[src/logic/fsp_pkg.sv]
// package: constants and types for the flash self-program control block
package fsp_pkg;

  // ************************************************************
  // register map (byte addresses on the apb bus)
  // ************************************************************
  localparam int ADDR_W = 12;
  localparam logic [11:0] CTRL_OFS = 12'h000; // self_prog_control_reg
  localparam logic [11:0] LOCK_OFS = 12'h004; // read-only view of the lock byte

  // ************************************************************
  // control register field positions
  // ************************************************************
  localparam int BIT_STORE_EN = 0; // store_enable_bit
  localparam int BIT_PAGE_ERASE = 1; // page erase command
  localparam int BIT_PAGE_WRITE = 2; // page_write_bit
  localparam int BIT_LOCK_ACCESS = 3; // lock_access_bit
  localparam int BIT_REENABLE = 4; // section_reenable_bit
  localparam int BIT_BUSY = 6; // section_busy_flag, read only
  localparam int BIT_INT_EN = 7; // completion interrupt enable

  // ************************************************************
  // legal command patterns in the low five control bits
  // ************************************************************
  localparam logic [4:0] PAT_FILL = 5'h01;
  localparam logic [4:0] PAT_ERASE = 5'h03;
  localparam logic [4:0] PAT_WRITE = 5'h05;
  localparam logic [4:0] PAT_LOCK = 5'h09;
  localparam logic [4:0] PAT_REEN = 5'h11;

  // ************************************************************
  // arming windows and programming time
  // ************************************************************
  localparam int WIN_W = 3;
  localparam logic [2:0] STORE_WIN = 3'h4; // cycles a store may follow arming
  localparam logic [2:0] LOAD_WIN = 3'h3; // cycles a byte load may follow arming
  localparam int TIMER_W = 19;
  localparam int CLK_PERIOD_NS = 10;
  localparam int PROG_TIME_MIN_NS = 3700000; // 3.7 ms least write time
  localparam int PROG_TIME_MAX_NS = 4500000; // 4.5 ms longest write time
  localparam int PROG_CYCLES = (PROG_TIME_MIN_NS + CLK_PERIOD_NS - 1) / CLK_PERIOD_NS;

  // ************************************************************
  // pointer decoding and lock/fuse layout
  // ************************************************************
  localparam logic [2:0] UPPER_Z_MSBS = 3'h7; // z[13:11] all set: upper 16 pages
  localparam logic [15:0] Z_FUSE_LOW = 16'h0000;
  localparam logic [15:0] Z_LOCK = 16'h0001;
  localparam logic [15:0] Z_FUSE_EXT = 16'h0002;
  localparam logic [15:0] Z_FUSE_HIGH = 16'h0003;
  localparam logic [3:0] BOOT_LOCK_RST = 4'hf; // all unprogrammed
  localparam logic [1:0] LOCK_TOP = 2'h3; // unused lock bits read one
  localparam logic [3:0] EXT_PAD = 4'hf; // unused extended fuse bits read one
  localparam logic [7:0] NO_FUSE = 8'hff; // other pointer values

  // ************************************************************
  // types
  // ************************************************************
  typedef enum logic [2:0] {
    CMD_NONE, CMD_FILL, CMD_ERASE, CMD_WRITE, CMD_LOCK, CMD_REEN
  } fsp_cmd_t;
  typedef enum logic [1:0] {OP_IDLE, OP_ERASE, OP_WRITE, OP_LOCK} fsp_op_t;

endpackage : fsp_pkg

[src/logic/fsp_ctrl.sv]
// module: flash self-program sequencer with apb control register
//
// Register access over APB and the register addresses were chosen for this implementation.
module fsp_ctrl
  import fsp_pkg::*;
#(
  parameter logic [TIMER_W-1:0] PROG_CYCLES_P = TIMER_W'(PROG_CYCLES)
) (
  input wire logic clk_i,
  input wire logic rst_i, // system reset, spares a running write
  input wire logic por_i, // power-on reset, clears everything
  input wire logic psel_i,
  input wire logic penable_i,
  input wire logic pwrite_i,
  input wire logic [ADDR_W-1:0] paddr_i,
  input wire logic [31:0] pwdata_i,
  input wire logic [3:0] pstrb_i,
  output logic [31:0] prdata_o,
  output logic pready_o,
  output logic pslverr_o,
  input wire logic spm_i, // cpu executes a store program memory
  input wire logic lpm_i, // cpu executes a byte load program memory
  input wire logic [15:0] z_i, // address pointer
  input wire logic [7:0] r0_i,
  input wire logic [7:0] r1_i,
  input wire logic eeprom_write_busy_i,
  input wire logic [1:0] main_lock_i,
  input wire logic [7:0] fuse_low_i,
  input wire logic [7:0] fuse_high_i,
  input wire logic [3:0] fuse_ext_i,
  output logic cpu_halt_o,
  output logic lower_read_block_o,
  output logic lpm_valid_o,
  output logic lpm_special_o,
  output logic [7:0] lpm_data_o,
  output logic irq_o,
  output logic buf_write_o,
  output logic [5:0] buf_word_o,
  output logic [15:0] buf_data_o,
  output logic buf_clear_o,
  output logic flash_erase_o,
  output logic flash_write_o,
  output logic [6:0] flash_page_o,
  output logic lock_prog_o,
  output logic [3:0] boot_lock_o
);

  // ************************************************************
  // state
  // ************************************************************
  logic sys_rst; // resets the arming side
  fsp_cmd_t cmd_q, cmd_d; // armed command
  fsp_op_t op_q, op_d; // running flash operation
  logic armed_q, armed_d; // a store or load is armed
  logic int_en_q, int_en_d; // completion interrupt enable
  logic busy_flag_q, busy_flag_d; // section_busy_flag
  logic upper_q, upper_d; // running op targets the upper section
  logic [6:0] page_q, page_d; // latched page address
  logic [3:0] boot_lock_q, boot_lock_d; // boot lock bits
  logic pready_q;
  logic pslverr_q;
  logic [31:0] prdata_q;
  logic [7:0] rd_byte; // selected lock or fuse byte

  assign sys_rst = rst_i | por_i;

  // ************************************************************
  // apb decode
  // ************************************************************
  wire apb_setup = psel_i & ~penable_i;
  wire apb_commit = psel_i & penable_i & pready_q;
  wire hit_ctrl = (paddr_i == CTRL_OFS);
  wire hit_lock = (paddr_i == LOCK_OFS);
  wire hit_any = hit_ctrl | hit_lock;
  // the lock view is read only, so a write there is an error
  wire bad_acc = ~hit_any | (pwrite_i & hit_lock);
  wire ctrl_wr = apb_commit & pwrite_i & hit_ctrl & pstrb_i[0];
  wire [4:0] pat = pwdata_i[4:0];
  wire busy_now = (op_q != OP_IDLE);
  wire store_enable = armed_q | busy_now; // store_enable_bit view

  // ************************************************************
  // command decode
  // ************************************************************
  wire pat_legal = (pat == PAT_FILL) | (pat == PAT_ERASE) | (pat == PAT_WRITE) |
                   (pat == PAT_LOCK) | (pat == PAT_REEN);
  // arming refused during eeprom writes and while an op runs
  wire arm_req = ctrl_wr & pat_legal & ~eeprom_write_busy_i & ~store_enable;
  fsp_cmd_t cmd_wr;
  assign cmd_wr = (pat == PAT_ERASE) ? CMD_ERASE :
                  (pat == PAT_WRITE) ? CMD_WRITE :
                  (pat == PAT_LOCK) ? CMD_LOCK :
                  (pat == PAT_REEN) ? CMD_REEN : CMD_FILL;

  // ************************************************************
  // arming windows
  // ************************************************************
  logic store_live, store_last, load_live, timer_last;
  wire spm_take = spm_i & armed_q & store_live & ~eeprom_write_busy_i;
  wire lpm_take = lpm_i & armed_q & (cmd_q == CMD_LOCK) & load_live &
                  ~eeprom_write_busy_i;
  wire is_page = (cmd_q == CMD_ERASE) | (cmd_q == CMD_WRITE);
  wire start_page = spm_take & is_page;
  wire start_lock = spm_take & (cmd_q == CMD_LOCK);
  wire reen_take = spm_take & (cmd_q == CMD_REEN);
  wire prog_done = busy_now & timer_last;
  wire upper_z = (z_i[13:11] == UPPER_Z_MSBS);
  wire [6:0] z_page = z_i[13:7];
  wire [3:0] r0_lock = r0_i[5:2];

  // store window reloads on every accepted arming
  fsp_countdown #(.W(WIN_W)) u_store_win (
    .clk_i(clk_i),
    .rst_i(sys_rst),
    .load_i(arm_req),
    .load_val_i(STORE_WIN),
    .clear_i(spm_take | lpm_take),
    .live_o(store_live),
    .last_o(store_last)
  );

  // load window for lock and fuse reads
  fsp_countdown #(.W(WIN_W)) u_load_win (
    .clk_i(clk_i),
    .rst_i(sys_rst),
    .load_i(arm_req),
    .load_val_i(LOAD_WIN),
    .clear_i(spm_take | lpm_take),
    .live_o(load_live),
    .last_o()
  );

  // write timer survives system reset; clk counts stand in for the rc clock
  fsp_countdown #(.W(TIMER_W)) u_prog_timer (
    .clk_i(clk_i),
    .rst_i(por_i),
    .load_i(start_page | start_lock),
    .load_val_i(PROG_CYCLES_P),
    .clear_i(1'b0),
    .live_o(),
    .last_o(timer_last)
  );

  fsp_lock_read u_lock_read (
    .z_i(z_i),
    .boot_lock_i(boot_lock_q),
    .main_lock_i(main_lock_i),
    .fuse_low_i(fuse_low_i),
    .fuse_high_i(fuse_high_i),
    .fuse_ext_i(fuse_ext_i),
    .data_o(rd_byte)
  );

  // ************************************************************
  // next-state logic
  // ************************************************************
  // arming clears on use, on store-window timeout, or re-arms
  assign armed_d = arm_req ? 1'b1 : (spm_take | lpm_take | store_last) ? 1'b0 : armed_q;
  assign cmd_d = arm_req ? cmd_wr : armed_d ? cmd_q : CMD_NONE;
  assign int_en_d = ctrl_wr ? pwdata_i[BIT_INT_EN] : int_en_q;
  // op ends on timer expiry; the pointer plays no part in lock op
  assign op_d = prog_done ? OP_IDLE :
                (start_page & (cmd_q == CMD_ERASE)) ? OP_ERASE :
                start_page ? OP_WRITE :
                start_lock ? OP_LOCK : op_q;
  assign upper_d = start_page ? upper_z : upper_q;
  assign page_d = start_page ? z_page : page_q;
  // only zeros program, ones leave the bit as it was
  assign boot_lock_d = start_lock ? (boot_lock_q & r0_lock) : boot_lock_q;
  // set wins over clear; re-enable ignored while an op runs
  assign busy_flag_d = start_page ? 1'b1 : (reen_take & ~busy_now) ? 1'b0 : busy_flag_q;
  wire page_op_d = (op_d == OP_ERASE) | (op_d == OP_WRITE);
  wire store_enable_d = armed_d | (op_d != OP_IDLE);

  // ************************************************************
  // arming side registers, cleared by either reset
  // ************************************************************
  always_ff @(posedge clk_i) begin
    if (sys_rst) begin
      armed_q <= 1'b0;
      cmd_q <= CMD_NONE;
      int_en_q <= 1'b0;
    end else begin
      armed_q <= armed_d;
      cmd_q <= cmd_d;
      int_en_q <= int_en_d;
    end
  end

  // ************************************************************
  // operation registers, only power-on reset clears them
  // ************************************************************
  always_ff @(posedge clk_i) begin
    if (por_i) begin
      op_q <= OP_IDLE;
      upper_q <= 1'b0;
      page_q <= 7'h00;
      busy_flag_q <= 1'b0;
      boot_lock_q <= BOOT_LOCK_RST;
    end else begin
      op_q <= op_d;
      upper_q <= upper_d;
      page_q <= page_d;
      busy_flag_q <= busy_flag_d;
      boot_lock_q <= boot_lock_d;
    end
  end

  // ************************************************************
  // flash macro and cpu stall outputs
  // ************************************************************
  // halt only for upper targets; lower targets keep fetching
  // lower reads blocked for page ops only, never for lock op
  always_ff @(posedge clk_i) begin
    if (por_i) begin
      cpu_halt_o <= 1'b0;
      lower_read_block_o <= 1'b0;
      flash_erase_o <= 1'b0;
      flash_write_o <= 1'b0;
      lock_prog_o <= 1'b0;
      flash_page_o <= 7'h00;
      boot_lock_o <= BOOT_LOCK_RST;
    end else begin
      cpu_halt_o <= page_op_d & upper_d;
      lower_read_block_o <= page_op_d;
      flash_erase_o <= (op_d == OP_ERASE);
      flash_write_o <= (op_d == OP_WRITE);
      lock_prog_o <= (op_d == OP_LOCK);
      flash_page_o <= page_d;
      boot_lock_o <= boot_lock_d;
    end
  end

  // ************************************************************
  // cpu-facing pulses, interrupt and special loads
  // ************************************************************
  always_ff @(posedge clk_i) begin
    if (sys_rst) begin
      irq_o <= 1'b0;
      lpm_valid_o <= 1'b0;
      lpm_special_o <= 1'b0;
      lpm_data_o <= 8'h00;
      buf_write_o <= 1'b0;
      buf_word_o <= 6'h00;
      buf_data_o <= 16'h0000;
      buf_clear_o <= 1'b0;
    end else begin
      irq_o <= int_en_d & ~store_enable_d;
      lpm_valid_o <= lpm_i;
      lpm_special_o <= lpm_take;
      lpm_data_o <= lpm_take ? rd_byte : 8'h00;
      buf_write_o <= spm_take & (cmd_q == CMD_FILL);
      buf_word_o <= z_i[6:1];
      buf_data_o <= {r1_i, r0_i};
      buf_clear_o <= reen_take & ~busy_now;
    end
  end

  // ************************************************************
  // apb slave: no wait states, answer registered in setup
  // ************************************************************
  wire [7:0] ctrl_view = {int_en_q, busy_flag_q, 1'b0, 1'b0,
                          armed_q & (cmd_q == CMD_LOCK),
                          (armed_q & (cmd_q == CMD_WRITE)) | (op_q == OP_WRITE),
                          (armed_q & (cmd_q == CMD_ERASE)) | (op_q == OP_ERASE),
                          store_enable};
  wire [7:0] lock_view = {LOCK_TOP, boot_lock_q, main_lock_i};
  wire [31:0] rd_word = hit_ctrl ? {24'h000000, ctrl_view} :
                        hit_lock ? {24'h000000, lock_view} : 32'h00000000;

  always_ff @(posedge clk_i) begin
    if (sys_rst) begin
      pready_q <= 1'b0;
      pslverr_q <= 1'b0;
      prdata_q <= 32'h00000000;
    end else begin
      pready_q <= apb_setup;
      pslverr_q <= apb_setup & bad_acc;
      prdata_q <= (apb_setup & ~pwrite_i) ? rd_word : 32'h00000000;
    end
  end

  assign pready_o = pready_q;
  assign pslverr_o = pslverr_q;
  assign prdata_o = prdata_q;
endmodule // fsp_ctrl

[src/logic/fsp_countdown.sv]
// module: small loadable down counter used for arming windows and write timing
module fsp_countdown #(
  parameter int W = 3
) (
  input wire logic clk_i,
  input wire logic rst_i,
  input wire logic load_i,
  input wire logic [W-1:0] load_val_i,
  input wire logic clear_i,
  output logic live_o,
  output logic last_o
);

  logic [W-1:0] cnt_q; // remaining cycles
  localparam logic [W-1:0] ONE = {{(W-1){1'b0}}, 1'b1};

  // load wins over clear so a fresh arming is never lost
  always_ff @(posedge clk_i) begin
    if (rst_i) begin
      cnt_q <= '0;
    end else if (load_i) begin
      cnt_q <= load_val_i;
    end else if (clear_i) begin
      cnt_q <= '0;
    end else if (cnt_q != '0) begin
      cnt_q <= cnt_q - ONE;
    end
  end

  assign live_o = (cnt_q != '0); // window still open
  assign last_o = (cnt_q == ONE); // final cycle of the window

endmodule // fsp_countdown

[src/logic/fsp_lock_read.sv]
// module: selects the lock or fuse byte returned by a special byte load
module fsp_lock_read
  import fsp_pkg::*;
(
  input wire logic [15:0] z_i,
  input wire logic [3:0] boot_lock_i,
  input wire logic [1:0] main_lock_i,
  input wire logic [7:0] fuse_low_i,
  input wire logic [7:0] fuse_high_i,
  input wire logic [3:0] fuse_ext_i,
  output logic [7:0] data_o
);

  // bits are stored raw: zero means programmed, one unprogrammed
  wire [7:0] lock_byte = {LOCK_TOP, boot_lock_i, main_lock_i};
  wire [7:0] ext_byte = {EXT_PAD, fuse_ext_i};
  wire sel_low = (z_i == Z_FUSE_LOW);
  wire sel_lock = (z_i == Z_LOCK);
  wire sel_ext = (z_i == Z_FUSE_EXT);
  wire sel_high = (z_i == Z_FUSE_HIGH);

  // pointer values outside the four read as all unprogrammed
  assign data_o = sel_low ? fuse_low_i :
                  sel_lock ? lock_byte :
                  sel_ext ? ext_byte :
                  sel_high ? fuse_high_i : NO_FUSE;

endmodule // fsp_lock_read

[config.mk]
export PLATFORM = sky130hd
export DESIGN_NAME = fsp_ctrl
export DESIGN_NICKNAME = d
export VERILOG_FILES = /design/src/logic/fsp_pkg.sv /design/src/logic/fsp_ctrl.sv /design/src/logic/fsp_countdown.sv /design/src/logic/fsp_lock_read.sv
export SDC_FILE = /design/constraint.sdc
export NUM_CORES = 1
export LEC_CHECK = 0
export BUFFER_PORTS_ARGS = -buffer_cell sky130_fd_sc_hd__buf_2
export CAP_MARGIN = 20
export CORE_UTILIZATION = 32
export DETAILED_ROUTE_END_ITERATION = 10
export PLACE_DENSITY = 0.65
export SYNTH_ARGS = -nofsm -noshare
export SYNTH_HDL_FRONTEND = slang
export SYNTH_SLANG_ARGS = --single-unit
[constraint.sdc]
create_clock -name clk_i -period 2.3 [get_ports clk_i]
set_input_delay 0.46 -clock clk_i [delete_from_list [all_inputs] [get_ports clk_i]]
set_output_delay 0.46 -clock clk_i [all_outputs]
set_load 0.005 [all_outputs]
# After elaboration in Yosys (flattened, before gate mapping)

Cells that the tools add are included.

Equality and inequality tests: 23
Muxes and demuxes: 30
Reductions and logical operators: 17
Bitwise operators: 58
Add/sub/neg operators: 3

Operator list:

| kind                                                | number |
|---|---|
| two-way mux 8 bit                                   | 6 |
| two-way mux 19 bit                                  | 2 |
| == test 16 x 2 -> 1 bit (second input constant)     | 2 |
| bitwise AND 1 bit                                   | 31 |
| two-way mux 3 bit                                   | 9 |
| == test 19 x 1 -> 1 bit (second input constant)     | 1 |
| nonzero test 19 bit                                 | 1 |
| subtractor 19 x 1 -> 19 bit (second input constant) | 1 |
| == test 16 x 1 -> 1 bit (second input constant)     | 1 |
| logical NOT 16 bit                                  | 1 |
| OR 1 bit                                            | 16 |
| two-way mux 2 bit                                   | 7 |
| == test 12 x 3 -> 1 bit (second input constant)     | 1 |
| logical NOT 12 bit                                  | 1 |
| nonzero test 3 bit                                  | 4 |
| inverter 1 bit                                      | 10 |
| == test 3 bit (second input constant)               | 3 |
| nonzero test 2 bit                                  | 4 |
| == test 2 bit (second input constant)               | 3 |
| == test 3 x 1 -> 1 bit (second input constant)      | 2 |
| == test 3 x 2 -> 1 bit (second input constant)      | 2 |
| two-way mux 1 bit                                   | 6 |
| OR reduction 2 bit                                  | 3 |
| OR reduction 3 bit                                  | 2 |
| other kinds (10)                                    | 12 |

Output and inout port bits: 85
Register bits after elaboration: 119
Input port bits: 111

# Logic depth before layout (Yosys ltp)

Depth in word-level cells: 12
Mapped depth: 9
Mapped depth without buffers: 9

# Modules after synthesis

From an unflattened synthesis, not the netlist that was laid out.

Cell total of the unflattened synthesis: 513
Area total of the unflattened synthesis: 4752.1 sq um

Modules (own cells, without submodules):

| module                          | instances | area each (sq um) | cells each |
|---|---|---|---|
| fsp_ctrl                        | 1         | 2745.1            | 266 |
| fsp_countdown at u_prog_timer   | 1         | 1292.5            | 168 |
| fsp_countdown at u_load_win ... | 2         | 210.2             | 21 |
| fsp_lock_read                   | 1         | 294.0             | 37 |

# Worst setup path after synthesis

No wires, ideal clock.

Kind: reg-to-reg
From: register u_store_win.cnt_q[0]
To: register cpu_halt_o
Buffers on the path: 0
Cell stages (with the launch flop): 10
Setup time: 0.131 ns
Required time: 2.169 ns
Slack: 0.055 ns
Arrival: 2.114 ns
Cells stage by stage: dfxtp_1 -> inv_1 -> ha_1 -> nor2b_1 -> nor3_4 -> o21ai_2 -> o2bb2ai_1 -> or2_2 -> ha_1 -> nor3b_2

Word-level cells in the longest chain between the ends: 11

Ends and longest elaborated chain:

| item                                                           | RTL line            | RTL |
|---|---|---|
| start: declaration                                             | fsp_countdown.sv:14 | `logic [W-1:0] cnt_q;` |
| start signal: assignment                                       | fsp_countdown.sv:22 | `cnt_q <= load_val_i;` |
| start signal: assignment                                       | fsp_countdown.sv:26 | `cnt_q <= cnt_q - ONE;` |
| nonzero test 3 bit (*)                                         | fsp_countdown.sv:30 | `assign live_o = (cnt_q != '0);` |
| bitwise AND 1 bit (*) (2 in series)                            | fsp_ctrl.sv:99      | `wire spm_take = spm_i & armed_q & store_live & ~eeprom_write_busy_i;` |
| bitwise AND 1 bit                                              | fsp_ctrl.sv:104     | `wire start_lock = spm_take & (cmd_q == CMD_LOCK);` |
| two-way mux 2 bit                                              | fsp_ctrl.sv:165     | `start_lock ? OP_LOCK : op_q;` |
| two-way mux 2 bit                                              | fsp_ctrl.sv:164     | `start_page ? OP_WRITE :` |
| two-way mux 2 bit (*)                                          | fsp_ctrl.sv:163     | `(start_page & (cmd_q == CMD_ERASE)) ? OP_ERASE :` |
| two-way mux 2 bit (*)                                          | fsp_ctrl.sv:162     | `assign op_d = prog_done ? OP_IDLE :` |
| == test 2 x 1 -> 1 bit / == test 2 bit (equally long branches) | fsp_ctrl.sv:172     | `wire page_op_d = (op_d == OP_ERASE) \| (op_d == OP_WRITE);` |
| OR 1 bit (*)                                                   | fsp_ctrl.sv:172     |  |
| net page_op_d                                                  | fsp_ctrl.sv:172     |  |
| bitwise AND 1 bit (*)                                          | fsp_ctrl.sv:224     | `cpu_halt_o <= page_op_d & upper_d;` |
| end signal: assignment                                         | fsp_ctrl.sv:224     |  |
| end: declaration                                               | fsp_ctrl.sv:31      | `output logic cpu_halt_o,` |

The timed path passes the listed nets; every way through them passes the cells marked *.
A chain may end at the register's enable or synchronous reset.

# Final worst setup path

From: register u_store_win.cnt_q[1]
To: register cpu_halt_o

Same word-level chain as after synthesis.

==> flow_summary.ini <==
[synth]
synth_area_leader_cell = dfxtp_1
ys_ff_latch = 95
ys_async_sr_fraction_pct = 0
synth_edf_count = 0
synthDominantCellAreaShare_pct = 45.3
synthCells = 433
synth-simple-area-share_pct = 26.2
synth_fa_ha_area_share_pct = 3.82
syn_area_sq_um = 4190
synthDistinctLibCells = 65
yosys-top-cells-area = dfxtp_1 45%, nor2_1 4.6%, buf_4 4.5%, and2_1 3.9%, ha_1 3.6%
ys_seq_area_share_pct = 45.3
synth_top_family_by_area = simple AND/OR/NAND/NOR gates
synth_warnings = 0
synthMuxAreaShare_pct = 5.10
synth-xor-area-share_pct = 3.34
synth_compound_area_share_pct = 8.98
syn_area_per_cell_sq_um = 9.69
synth-main-ff-cell = dfxtp_1

[detailed_routing]
ant_nets = 0
drt_iter0_drc = 155
wl_per_cell_um = 13.3
dr.pass1.iters = 4
drt-total-wl_um = 10200
vias_per_cell = 4.65
drcViolationCount = 0
via_count = 3559

[power_and_ir_drop]
power.density_nw_per_um2 = 911
p_leak_nw = 2.51
ir_worst_vdd_uv = 459

[cells_and_area]
final_util_pct = 42.5
final_cell_mix = 142 x buf_2, 94 x dfxtp_1, 51 x nor2_1
fill_cells = 1263
final_common_cell = buf_2
layout-drive-gt1-share_pct = 37.0
area_growth_syn_to_layout_pct = 28.8
layout.nets = 712
num_antenna_cells = 0

[floorplanning]
io_pins = 196
die_w_um = 116
die_h_um = 116
num_rows = 41
core_area_sq_um = 12700
die_area_sq_um = 13600
start_util_pct = 33.0

[global_route]
gr-usage-all-layers_pct = 15.0
grt_start_max_net_pins = 30
grt_pass1_wl_um = 15500
antenna_found_initial = 0
grt_overflow_total = 0
grt_pass1_vias = 3310

[sta]
slew_headroom_pct = 60.3
drv_slew = 0
finalSetupViolCount = 0
period_share_pct = 97.4
final-hold-violation-count = 0
fin_crit_ps = 2240
max_freq_mhz = 446
fin_worst_skew_ps = 9.02
setup_tns_ps = 0
tightest_slew_ps = 590
rsz0062_at_grt = yes

[place]
post-dp-hpwl_um = 8110
port_buffers = 142
gp_congestion = 0.791

[worst_hold_path]
worstHoldStart = r1_i[3]
whs_path_depth = 2
worstHoldPathType = in2reg

[setup_path]
timing.rr.start = u_store_win.cnt_q[1]
crit_required_ps = 2520
crit_type = reg2reg
startpoint = u_store_win.cnt_q[1]
critPathArrivalTime_ps = 2470
crit_path_max_fanout = 3
rr_worst_depth = 8
endpoint_kind = flop
cp-start-kind = flop

[clock_network]
path_clk_slew_ps = 70
clk_path_buf_depth = 2
clk_latency_ps = 340
clockRootBuffer = clkbuf_16
cts_buffers = 9
clock-sinks = 95
h-tree-depth = 3
ctsHoldBuffers = 0
cts_tree = built

[status]
status = finished, final reports clean

[flow_run]
max_cap_violations = 0
repair_timing:
item | 4_1_cts | 5_1_grt
endpoints found under the hold margin | 0 | 0
setup endpoints to repair | 3 | 4
buffers inserted | 3 | 0
gates resized for setup | 1 | 4
pin swaps | 3 | 4
synthesized netlist by cell type (2+ instances only):
cell,instances
o22ai_1,5
nor2b_1,7
dfxtp_1,95
buf_4,25
or3_1,4
mux4_2,4
nor4_2,5
and2_1,26
clkbuf_1,12
xor2_1,2
ha_1,12
mux2i_1,9
nand4_1,3
a31oi_1,3
a22o_1,3
nor3_1,8
and4_2,2
nor3_2,4
nor2_1,51
or2_2,3
xnor2_1,14
a22oi_1,4
nor2_2,3
o21ai_0,7
nor4b_2,2
a21oi_1,18
a21o_1,2
mux2_2,3
nand3b_1,4
nand2_1,20
nor3b_2,2
a211oi_1,4
inv_1,13
nor4_1,7
o211ai_1,2
nand2b_1,10
and3_1,2
nand3_2,2
nand3_1,5
critical path, cell delays in order (launching register included):
cell     delay [ps]
dfxtp_1         330
inv_1            70
ha_2            180
nor2b_1         160
or4b_4          570
a22oi_2         250
or2_1           190
ha_4            220
nor3b_2         140
flip-flops by register name, summed over array words and instances (netlist names), 2 cells and up:
signal and flops:
boot_lock_o 4, cmd_q 3, buf_data_o 16, u_store_win.cnt_q 3, u_prog_timer.cnt_q 19, op_q 2, prdata_o 8, u_load_win.cnt_q 3
flash_page_o 7, buf_word_o 6, lpm_data_o 8
power breakdown:
part	switching [mW]	internal, mW
sequential	0.183	1.81
clock	0.653	0.749
combinational	0.812	0.714
cells by family after synthesis:
logic type / count (synthesis)
AOI/OAI and AO/OA: 57
xor gates and xnor gates: 16
adders and majority gates: 13
buffers and inverters: 52
DFF: 95
muxes: 16
other: 1
and+or+nand+nor: 183
worst paths after layout:
path                                       end  slack [ps]
worst max-delay path                cpu_halt_o          60
worst min-delay path            buf_data_o[11]         310
worst max register to register      cpu_halt_o          60
worst min register to register     prdata_o[7]         460
area by class of cell:
type	instances	area (sq um)	area share, %
Multi-Input combinational cell	309	2100	38.9
Sequential cell	95	1900	35.2
Timing Repair Buffer	161	853	15.8
Clock buffer	10	229	4.24
Tap cell	172	215	3.98
Clock inverter	6	51.3	0.950
Inverter	13	48.8	0.903
stage by stage:
stage,std cells,area [sq um],setup WS (ps),hold slack [ps],power [mW]
after global routing,766,5400,-8.06,311,5.24
final,766,5400,58.9,310,4.92
after floorplan,456,4280,55.5,426,3.17
after CTS,766,5390,15.8,304,4.95
after detailed placement,747,5080,-78.7,450,3.54
after global placement,747,5080,49.5,443,3.49
routing by layer:
metal	track usage [%]	vias up	routed length, um
met5	0	-	0
met4	5.98	0	152
met3	3.74	11	684
met2	26.7	134	4950
met1	17.1	1653	4400
li1	-	1761	-
(Power assumes the default switching activity.)
